--- config.mk ---
export PLATFORM = sky130hd
export DESIGN_NAME = bsi_scan_top
export DESIGN_NICKNAME = d
export VERILOG_FILES = /design/src/bsi_pkg.sv /design/src/bsi_tap_if.sv /design/src/bsi_tap_fsm.sv /design/src/bsi_scan_top.sv
export SDC_FILE = /design/constraint.sdc
export NUM_CORES = 1
export LEC_CHECK = 0
export BUFFER_PORTS_ARGS = -buffer_cell sky130_fd_sc_hd__buf_2
export CAP_MARGIN = 30
export CORE_MARGIN = 3
export CORE_UTILIZATION = 45
export DETAILED_ROUTE_END_ITERATION = 6
export PLACE_DENSITY = 0.73
export SLEW_MARGIN = 25
export SYNTH_ARGS = -nofsm -noshare
export SYNTH_HDL_FRONTEND = slang
export SYNTH_SLANG_ARGS = --single-unit
--- constraint.sdc ---
create_clock -name i_clk_sys -period 13.7 [get_ports i_clk_sys]
set_clock_uncertainty 0.05 [all_clocks]
set_input_delay 0.685 -clock i_clk_sys [delete_from_list [all_inputs] [get_ports i_clk_sys]]
set_output_delay 0.685 -clock i_clk_sys [all_outputs]
set_load 0.01 [all_outputs]
--- src/bsi_pkg.sv ---
// constants, state codes and register map of the scan instruction path
// assumes a 50 MHz system clock and a slow, externally driven scan clock
package bsi_pkg;
    localparam int ADDR_W = 12;
    localparam int DATA_W = 32;
    localparam int IR_LEN = 3;
    localparam int BSR_LEN_DEF = 32;
    localparam int ID_LEN = 32;
    localparam int PN_W = 16;
    localparam int SYNC_STAGES = 2;

    // register byte offsets
    localparam logic [ADDR_W-1:0] OFF_PART_NUM = 12'h000;
    localparam logic [ADDR_W-1:0] OFF_CTRL = 12'h004;
    localparam logic [ADDR_W-1:0] OFF_STATUS = 12'h008;
    localparam logic [ADDR_W-1:0] OFF_ID_LATCH = 12'h00C;
    localparam int CTRL_SOFT_RST_BIT = 0;
    localparam int STAT_STATE_LSB = 0;
    localparam int STAT_INSTR_LSB = 4;
    localparam logic CTRL_RESET = 1'b0;

    // instruction codes
    localparam logic [IR_LEN-1:0] INS_EXTEST = 3'h0;
    localparam logic [IR_LEN-1:0] INS_IDCODE = 3'h1;
    localparam logic [IR_LEN-1:0] INS_SAMPLE = 3'h2;
    localparam logic [IR_LEN-1:0] INS_CLAMP = 3'h3;
    localparam logic [IR_LEN-1:0] INS_HIGHZ = 3'h4;
    localparam logic [IR_LEN-1:0] INS_BYPASS = 3'h7;
    localparam logic [IR_LEN-1:0] IR_CAPTURE = 3'h1;

    typedef enum logic [3:0] {
        ST_TLR = 4'b0000, ST_RTI = 4'b0001, ST_SDR = 4'b0010, ST_CDR = 4'b0011,
        ST_SHDR = 4'b0100, ST_E1DR = 4'b0101, ST_PDR = 4'b0110, ST_E2DR = 4'b0111,
        ST_UDR = 4'b1000, ST_SIR = 4'b1001, ST_CIR = 4'b1010, ST_SHIR = 4'b1011,
        ST_E1IR = 4'b1100, ST_PIR = 4'b1101, ST_E2IR = 4'b1110, ST_UIR = 4'b1111
    } bsi_tap_state_t;
endpackage : bsi_pkg

--- src/bsi_tap_if.sv ---
// carries scan clock strobes, mode select and controller state between modules
// assumes all members are on the system clock
`timescale 1ns/1ps
`default_nettype none
interface bsi_tap_if;
    import bsi_pkg::*;
    logic tck_rise;
    logic tms;
    logic soft_rst;
    bsi_tap_state_t state;
    modport fsm (input tck_rise, input tms, input soft_rst, output state);
    modport core (output tck_rise, output tms, output soft_rst, input state);
endinterface : bsi_tap_if
`default_nettype wire

--- src/bsi_tap_fsm.sv ---
// sixteen-state test access controller
// assumes tck_rise and tms are already synchronised; reset is the synchronised system and scan reset
`timescale 1ns/1ps
`default_nettype none
module bsi_tap_fsm (
    input wire logic i_clk_sys,
    input wire logic i_rst_b,
    bsi_tap_if.fsm tap
);
    import bsi_pkg::*;
    bsi_tap_state_t state_reg;
    bsi_tap_state_t state_next;

    always_comb begin
        state_next = state_reg;
        case (state_reg)
            ST_TLR: state_next = tap.tms ? ST_TLR : ST_RTI;
            ST_RTI: state_next = tap.tms ? ST_SDR : ST_RTI;
            ST_SDR: state_next = tap.tms ? ST_SIR : ST_CDR;
            ST_CDR: state_next = tap.tms ? ST_E1DR : ST_SHDR;
            ST_SHDR: state_next = tap.tms ? ST_E1DR : ST_SHDR;
            ST_E1DR: state_next = tap.tms ? ST_UDR : ST_PDR;
            ST_PDR: state_next = tap.tms ? ST_E2DR : ST_PDR;
            ST_E2DR: state_next = tap.tms ? ST_UDR : ST_SHDR;
            ST_UDR: state_next = tap.tms ? ST_SDR : ST_RTI;
            ST_SIR: state_next = tap.tms ? ST_TLR : ST_CIR;
            ST_CIR: state_next = tap.tms ? ST_E1IR : ST_SHIR;
            ST_SHIR: state_next = tap.tms ? ST_E1IR : ST_SHIR;
            ST_E1IR: state_next = tap.tms ? ST_UIR : ST_PIR;
            ST_PIR: state_next = tap.tms ? ST_E2IR : ST_PIR;
            ST_E2IR: state_next = tap.tms ? ST_UIR : ST_SHIR;
            ST_UIR: state_next = tap.tms ? ST_SDR : ST_RTI;
            default: state_next = ST_TLR;
        endcase
    end

    always_ff @(posedge i_clk_sys or negedge i_rst_b) begin
        if (!i_rst_b) begin
            state_reg <= ST_TLR;
        end else if (tap.soft_rst) begin
            state_reg <= ST_TLR;
        end else if (tap.tck_rise) begin
            state_reg <= state_next;
        end
    end

    assign tap.state = state_reg;
endmodule : bsi_tap_fsm
`default_nettype wire

--- src/bsi_scan_top.sv ---
// scan port: instruction path, decode, bypass, id and boundary registers, apb
// assumes scan pins are asynchronous to i_clk_sys and scan clock is much slower
`timescale 1ns/1ps
`default_nettype none
module bsi_scan_top #(
    parameter int BSR_LEN = bsi_pkg::BSR_LEN_DEF,
    parameter logic [3:0] ID_VERSION = 4'h1, // arbitrary value
    parameter logic [15:0] PART_NUMBER = 16'h00A5, // arbitrary value
    parameter logic [10:0] MANUF_ID = 11'h2B3 // arbitrary value
) (
    input wire logic i_clk_sys,
    input wire logic i_rst_b,
    input wire logic i_scan_clock_pin,
    input wire logic i_scan_mode_select_pin,
    input wire logic i_scan_serial_in_pin,
    input wire logic i_scan_reset_pin_b,
    output logic o_scan_serial_out_pin,
    output logic o_scan_serial_out_pin_oe,
    input wire logic [BSR_LEN-1:0] i_pin_in,
    input wire logic [BSR_LEN-1:0] i_core_out,
    input wire logic [BSR_LEN-1:0] i_core_oe,
    output logic [BSR_LEN-1:0] o_pin_out,
    output logic [BSR_LEN-1:0] o_pin_oe,
    input wire logic i_psel,
    input wire logic i_penable,
    input wire logic i_pwrite,
    input wire logic [bsi_pkg::ADDR_W-1:0] i_paddr,
    input wire logic [bsi_pkg::DATA_W-1:0] i_pwdata,
    output logic [bsi_pkg::DATA_W-1:0] o_prdata,
    output logic o_pready,
    output logic o_pslverr
);
    import bsi_pkg::*;

    if (BSR_LEN < 1 || BSR_LEN > DATA_W) begin : g_chk
        $error("BSR_LEN must be 1 to 32");
    end

    localparam int SYNC_W = 3 + BSR_LEN;
    localparam logic [ID_LEN-1:0] ID_VALUE = {ID_VERSION, PART_NUMBER, MANUF_ID, 1'b1};

    bsi_tap_if tap ();

    // reset synchroniser: asserts at once, releases two clocks later
    logic trst_s1_reg;
    logic trst_s2_reg;
    logic tap_rst_b;
    wire logic rst_comb_b = i_rst_b & i_scan_reset_pin_b;
    always_ff @(posedge i_clk_sys or negedge rst_comb_b) begin
        if (!rst_comb_b) begin
            trst_s1_reg <= 1'b0;
            trst_s2_reg <= 1'b0;
        end else begin
            trst_s1_reg <= 1'b1;
            trst_s2_reg <= trst_s1_reg;
        end
    end
    assign tap_rst_b = trst_s2_reg;

    // two-stage synchroniser for the scan clock, mode select, serial in and pin inputs
    logic [SYNC_W-1:0] sync1_reg;
    logic [SYNC_W-1:0] sync2_reg;
    logic tck_d_reg;
    always_ff @(posedge i_clk_sys or negedge i_rst_b) begin
        if (!i_rst_b) begin
            sync1_reg <= '0;
            sync2_reg <= '0;
            tck_d_reg <= 1'b0;
        end else begin
            sync1_reg <= {i_pin_in, i_scan_serial_in_pin, i_scan_mode_select_pin, i_scan_clock_pin};
            sync2_reg <= sync1_reg;
            tck_d_reg <= sync2_reg[0];
        end
    end

    wire logic tck_s = sync2_reg[0];
    wire logic tdi_s = sync2_reg[2];
    wire logic [BSR_LEN-1:0] pins_s = sync2_reg[SYNC_W-1:3];
    wire logic tck_fall = tck_d_reg && !tck_s;
    logic ctrl_soft_rst_reg;

    assign tap.tck_rise = tck_s && !tck_d_reg;
    assign tap.tms = sync2_reg[1];
    assign tap.soft_rst = ctrl_soft_rst_reg;

    bsi_tap_fsm u_fsm (
        .i_clk_sys(i_clk_sys),
        .i_rst_b(tap_rst_b),
        .tap(tap)
    );

    wire bsi_tap_state_t st = tap.state;
    wire logic rise = tap.tck_rise;

    // instruction register: shift stage and active latch
    logic [IR_LEN-1:0] ir_shift_reg;
    logic [IR_LEN-1:0] ir_reg;
    always_ff @(posedge i_clk_sys or negedge tap_rst_b) begin
        if (!tap_rst_b) begin
            ir_shift_reg <= IR_CAPTURE;
        end else if (rise && st == ST_CIR) begin
            ir_shift_reg <= IR_CAPTURE;
        end else if (rise && st == ST_SHIR) begin
            ir_shift_reg <= {tdi_s, ir_shift_reg[IR_LEN-1:1]};
        end
    end

    always_ff @(posedge i_clk_sys or negedge tap_rst_b) begin
        if (!tap_rst_b) begin
            ir_reg <= INS_IDCODE;
        end else if (st == ST_TLR) begin
            ir_reg <= INS_IDCODE;
        end else if (tck_fall && st == ST_UIR) begin
            ir_reg <= ir_shift_reg;
        end
    end

    // decode; every other code selects the one-bit bypass
    wire logic sel_bsr = (ir_reg == INS_EXTEST) || (ir_reg == INS_SAMPLE);
    wire logic sel_id = (ir_reg == INS_IDCODE);
    wire logic sel_byp = !sel_bsr && !sel_id;
    wire logic drive_bsr = (ir_reg == INS_EXTEST) || (ir_reg == INS_CLAMP);
    wire logic float_pins = (ir_reg == INS_HIGHZ);

    // data registers
    logic bypass_reg;
    logic [ID_LEN-1:0] id_shift_reg;
    logic [ID_LEN-1:0] id_latch_reg;
    logic [BSR_LEN-1:0] bsr_shift_reg;
    logic [BSR_LEN-1:0] bsr_latch_reg;

    always_ff @(posedge i_clk_sys or negedge tap_rst_b) begin
        if (!tap_rst_b) begin
            bypass_reg <= 1'b0;
        end else if (rise && st == ST_CDR && sel_byp) begin
            bypass_reg <= 1'b0;
        end else if (rise && st == ST_SHDR && sel_byp) begin
            bypass_reg <= tdi_s;
        end
    end

    always_ff @(posedge i_clk_sys or negedge tap_rst_b) begin
        if (!tap_rst_b) begin
            id_shift_reg <= ID_VALUE;
        end else if (rise && st == ST_CDR && sel_id) begin
            id_shift_reg <= ID_VALUE;
        end else if (rise && st == ST_SHDR && sel_id) begin
            id_shift_reg <= {tdi_s, id_shift_reg[ID_LEN-1:1]};
        end
    end

    always_ff @(posedge i_clk_sys or negedge tap_rst_b) begin
        if (!tap_rst_b) begin
            id_latch_reg <= ID_VALUE;
        end else if (tck_fall && st == ST_UDR && sel_id) begin
            id_latch_reg <= id_shift_reg;
        end
    end

    // sampling never touches the pin drivers, so normal function continues
    always_ff @(posedge i_clk_sys or negedge tap_rst_b) begin
        if (!tap_rst_b) begin
            bsr_shift_reg <= '0;
        end else if (rise && st == ST_CDR && sel_bsr) begin
            bsr_shift_reg <= pins_s;
        end else if (rise && st == ST_SHDR && sel_bsr) begin
            bsr_shift_reg <= {tdi_s, bsr_shift_reg[BSR_LEN-1:1]};
        end
    end

    // latch only moves under boundary instructions, so clamp holds it
    always_ff @(posedge i_clk_sys or negedge tap_rst_b) begin
        if (!tap_rst_b) begin
            bsr_latch_reg <= '0;
        end else if (tck_fall && st == ST_UDR && sel_bsr) begin
            bsr_latch_reg <= bsr_shift_reg;
        end
    end

    // pin drivers
    always_ff @(posedge i_clk_sys or negedge tap_rst_b) begin
        if (!tap_rst_b) begin
            o_pin_out <= '0;
            o_pin_oe <= '0;
        end else begin
            o_pin_out <= drive_bsr ? bsr_latch_reg : i_core_out;
            if (float_pins) begin
                o_pin_oe <= '0;
            end else if (drive_bsr) begin
                o_pin_oe <= '1;
            end else begin
                o_pin_oe <= i_core_oe;
            end
        end
    end

    // serial output changes on the falling scan clock, stable for the next rise
    always_ff @(posedge i_clk_sys or negedge tap_rst_b) begin
        if (!tap_rst_b) begin
            o_scan_serial_out_pin <= 1'b0;
            o_scan_serial_out_pin_oe <= 1'b0;
        end else if (tck_fall) begin
            o_scan_serial_out_pin_oe <= (st == ST_SHIR) || (st == ST_SHDR);
            if (st == ST_SHIR) begin
                o_scan_serial_out_pin <= ir_shift_reg[0];
            end else if (sel_id) begin
                o_scan_serial_out_pin <= id_shift_reg[0];
            end else if (sel_bsr) begin
                o_scan_serial_out_pin <= bsr_shift_reg[0];
            end else begin
                o_scan_serial_out_pin <= bypass_reg;
            end
        end
    end

    // apb slave: one wait state, answer registered
    wire logic apb_acc = i_psel && i_penable && !o_pready;
    wire logic apb_done = i_psel && i_penable && o_pready;
    always_ff @(posedge i_clk_sys or negedge i_rst_b) begin
        if (!i_rst_b) begin
            o_pready <= 1'b0;
            o_pslverr <= 1'b0;
            o_prdata <= '0;
        end else begin
            o_pready <= apb_acc;
            if (apb_acc) begin
                o_pslverr <= 1'b0;
                o_prdata <= '0;
                case (i_paddr)
                    OFF_PART_NUM: o_prdata[PN_W-1:0] <= PART_NUMBER;
                    OFF_CTRL: o_prdata[CTRL_SOFT_RST_BIT] <= ctrl_soft_rst_reg;
                    OFF_STATUS: begin
                        o_prdata[STAT_STATE_LSB +: 4] <= st;
                        o_prdata[STAT_INSTR_LSB +: IR_LEN] <= ir_reg;
                    end
                    OFF_ID_LATCH: o_prdata <= id_latch_reg;
                    default: o_pslverr <= 1'b1;
                endcase
            end
        end
    end

    // read-only words ignore writes
    always_ff @(posedge i_clk_sys or negedge i_rst_b) begin
        if (!i_rst_b) begin
            ctrl_soft_rst_reg <= CTRL_RESET;
        end else if (apb_done && i_pwrite && i_paddr == OFF_CTRL) begin
            ctrl_soft_rst_reg <= i_pwdata[CTRL_SOFT_RST_BIT];
        end
    end
endmodule : bsi_scan_top
`default_nettype wire

==> metrics.md <==
| Metric | Value |
|---|---|
| R2R depth | 5 |
| CP Class | flip-flop to flip-flop |
| CP arrival | 3.27 ns |
| TritonCTS clock tree | yes |
| Post CTS Setup Buffer Count | 0 |
| Layout cells sized above 1 | between 30% and 40% |
| Startpoint types | flip-flop |
| Outcome | completed |
| Chip Width | roughly 170 µm |
| Final hold vios | 0 |
| Worst Hold Margin | a little over 0.08 ns |
| H-Tree Level Count | 1 |
| Detailed Routing Iterations Pass 1 | 4 |
| Crit. End Element | flip-flop |
| # diodes | 0 |
| Max clock buf depth | 3 |
| Initial core utilization | between 40 and 50% |
| CP Max Fanout | 33 |
| Ys flop type | dfrtp_1 |
| Final period util | 21.2% |
| GRT overflow | 0 |
| Fin util | 55.3% |
| Core area | approximately 0.025 mm² |
| Via/cell ratio | 5.05 |
| GRT Util Overall | 17.1% |
| Cells after Synth | 899 |
| Num ports | about 250 |
| Total Power | 0.00250 W |
| 1st-iter DRT viols | 460 |
| Vias in the first global route | 7533 |
| Number of antenna violations at the first check in global routing | 0 |
| Setup TNS | 0 ns |
| Largest net degree at the start of global routing | between 70 and 80 |
| Height of the die | 166 µm |
| DRT antenna net count | 0 |
| Syn_nets | 1048 |
| Final Max Slew Viols | 0 |
| NumNets Final | between 1k and 1.5k |
| Clk slew on worst S/H paths | 0.07 ns |
| Max IR drop VDD | 0.0942 mV |
| Lkg Pwr | 6.90 nW |
| YS warnings | 0 |
| Slew @ Worst Pin | approximately 0.81 ns |
| Post-synthesis sequential area ratio | 68.0% |
| DRC violations left | 0 |
| CTS buffer count | 31 |
| Fmax | 344 MHz |
| Port Buffers | about 220 |
| Routed wire per std cell | 16.2 µm |
| Post-synthesis register bit count | 313 |
| Overall die area | 0.0277 mm² |
| DP HPWL | 15100 µm |
| Clk sinks | 313 |
| Netlist cell types | 44 |
| Pwr/cell area | 179 mW/mm² |
| Post-Route WL | around 24000 µm |
| Max-slew headroom | 46.0% |
| Place WS | 10.62 ns |
| Tmin final | 2.90 ns |
| Num rows | 58 |
| WP data required | 14.07 ns |
| Final setup margin | approximately 11 ns |
| Most frequent cells in the layout | dfrtp_1 (286), buf_2 (216), nand2_1 (151) |
| Max Cap Viol | 0 |
| Hold Crit Class | input pin to asynchronous set/reset pin |
| First-pass GRT wire length | 39300 µm |
| Layout area overhead | 20.7% |
| Mapped cell area | 0.0116 mm² |
| Syn Area/Cell | 12.9 µm² |
| Post-synth EDFFs | 0 |
| Root buf cell | clkbuf_16 |
| Final setup violation count | 0 |
| Fillcell total | ~2.1k |
| Vias | 7369 |
| RSZ-0062 raised after global routing | no |
| Commonest non-fill, non-tap cell in the layout | dfrtp_1 |
| Final Wtd Congestion | a little over 0.7 |
| Asr flop ratio synth | 100% |
| Clk_lat worst skew | 0.56 ns |
## metal layers
layer	vias to the layer above	global-route usage, %	part of all wire, %
met4	0	3.55	1.7
li1	3485	-	-
met1	3669	23.1	43
met3	31	3.12	5.6
met5	-	0	0
met2	184	29.2	50
## cells in the mapped netlist, drive strengths merged (2+ instances only)
library cell / n / area [µm²]
dfrtp: 287 / 7180
nand2: 151 / 567
mux2: 99 / 1110
o21ai: 99 / 495
mux2i: 39 / 390
clkbuf: 36 / 135
a21o: 32 / 240
nor2: 28 / 105
dfstp: 26 / 683
buf: 21 / 121
a21oi: 8 / 51.3
a31oi: 7 / 43.8
nand3: 6 / 30.0
nor2b: 6 / 37.5
o31ai: 5 / 37.5
inv: 4 / 15.0
nand4: 4 / 25.0
nor3: 4 / 20.0
nor3b: 4 / 30.0
nor4: 4 / 25.0
a221oi: 3 / 26.3
o211ai: 3 / 22.5
or2: 3 / 18.8
a221o: 2 / 20.0
and2: 2 / 12.5
nand2b: 2 / 12.5
## stage by stage
step           std cells  instance area (µm²)
5_1_grt             1460                14000
4_1_cts             1458                13900
3_3_place_gp        1400                12900
6_report            1460                14000
2_1_floorplan        899                11600
3_5_place_dp        1400                12900
## worst max-delay path, stage by stage, from the launching register on
cell	delay [ns]
dfrtp_1	0.69
nand2_1	0.20
or4_2	0.86
buf_4	0.42
and2_1	0.27
mux2_2	0.26
## what timing repair did
item	4_1_cts	5_1_grt
endpoints found under the setup margin	0	0
resized for setup	0	0
hold buffers	1	0
hold endpoints to repair	2	0
## layout make-up
cell class / count / area [µm²] / share of cell area, %
Tap cell: 330 / 413 / 2.95
Inverter: 5 / 18.8 / 0.134
Sequential cell: 313 / 7870 / 56.3
Clock buffer: 42 / 877 / 6.28
Timing Repair Buffer: 231 / 1220 / 8.76
Multi-Input combinational cell: 524 / 3440 / 24.6
Clock inverter: 15 / 133 / 0.949
## cell families (layout without fill, tap and decap cells)
kind of cell           count (synthesis)  after routing  share of synthesized area [%]
AO/OA/AOI/OAI                        164            164                           8.46
XOR/XNOR                               1              1                         0.0757
buffers and inverters                 62            293                           2.38
flip-flops                           313            313                           68.0
multiplexers                         138            138                           13.0
other                                  1              1                         0.0324
AND/OR/NAND/NOR                      220            220                           8.09
## worst paths after layout
kind	start	to	slack, ns
min in group i_clk_sys	i_pin_in[27]	sync1_reg[30]	0.18
setup / recovery	u_fsm.tap.state[0]	bypass_reg	10.80
setup reg to reg	u_fsm.tap.state[0]	bypass_reg	10.80
hold reg to reg	tap_rst_b	o_pin_out[5]	0.11
hold / removal	i_rst_b	sync2_reg[0]	0.08
max in group asynchronous	tap_rst_b	id_latch_reg[30]	11.70
## power by group
part	total, W	leakage, nW	internal [W]	switching (W)
combinational	0.000515	2.45	0.000234	0.000281
clock	0.000828	0.511	0.000485	0.000344
sequential	0.00116	3.95	0.00107	0.0000849
Note: power is estimated with default switching activity, not from simulation.
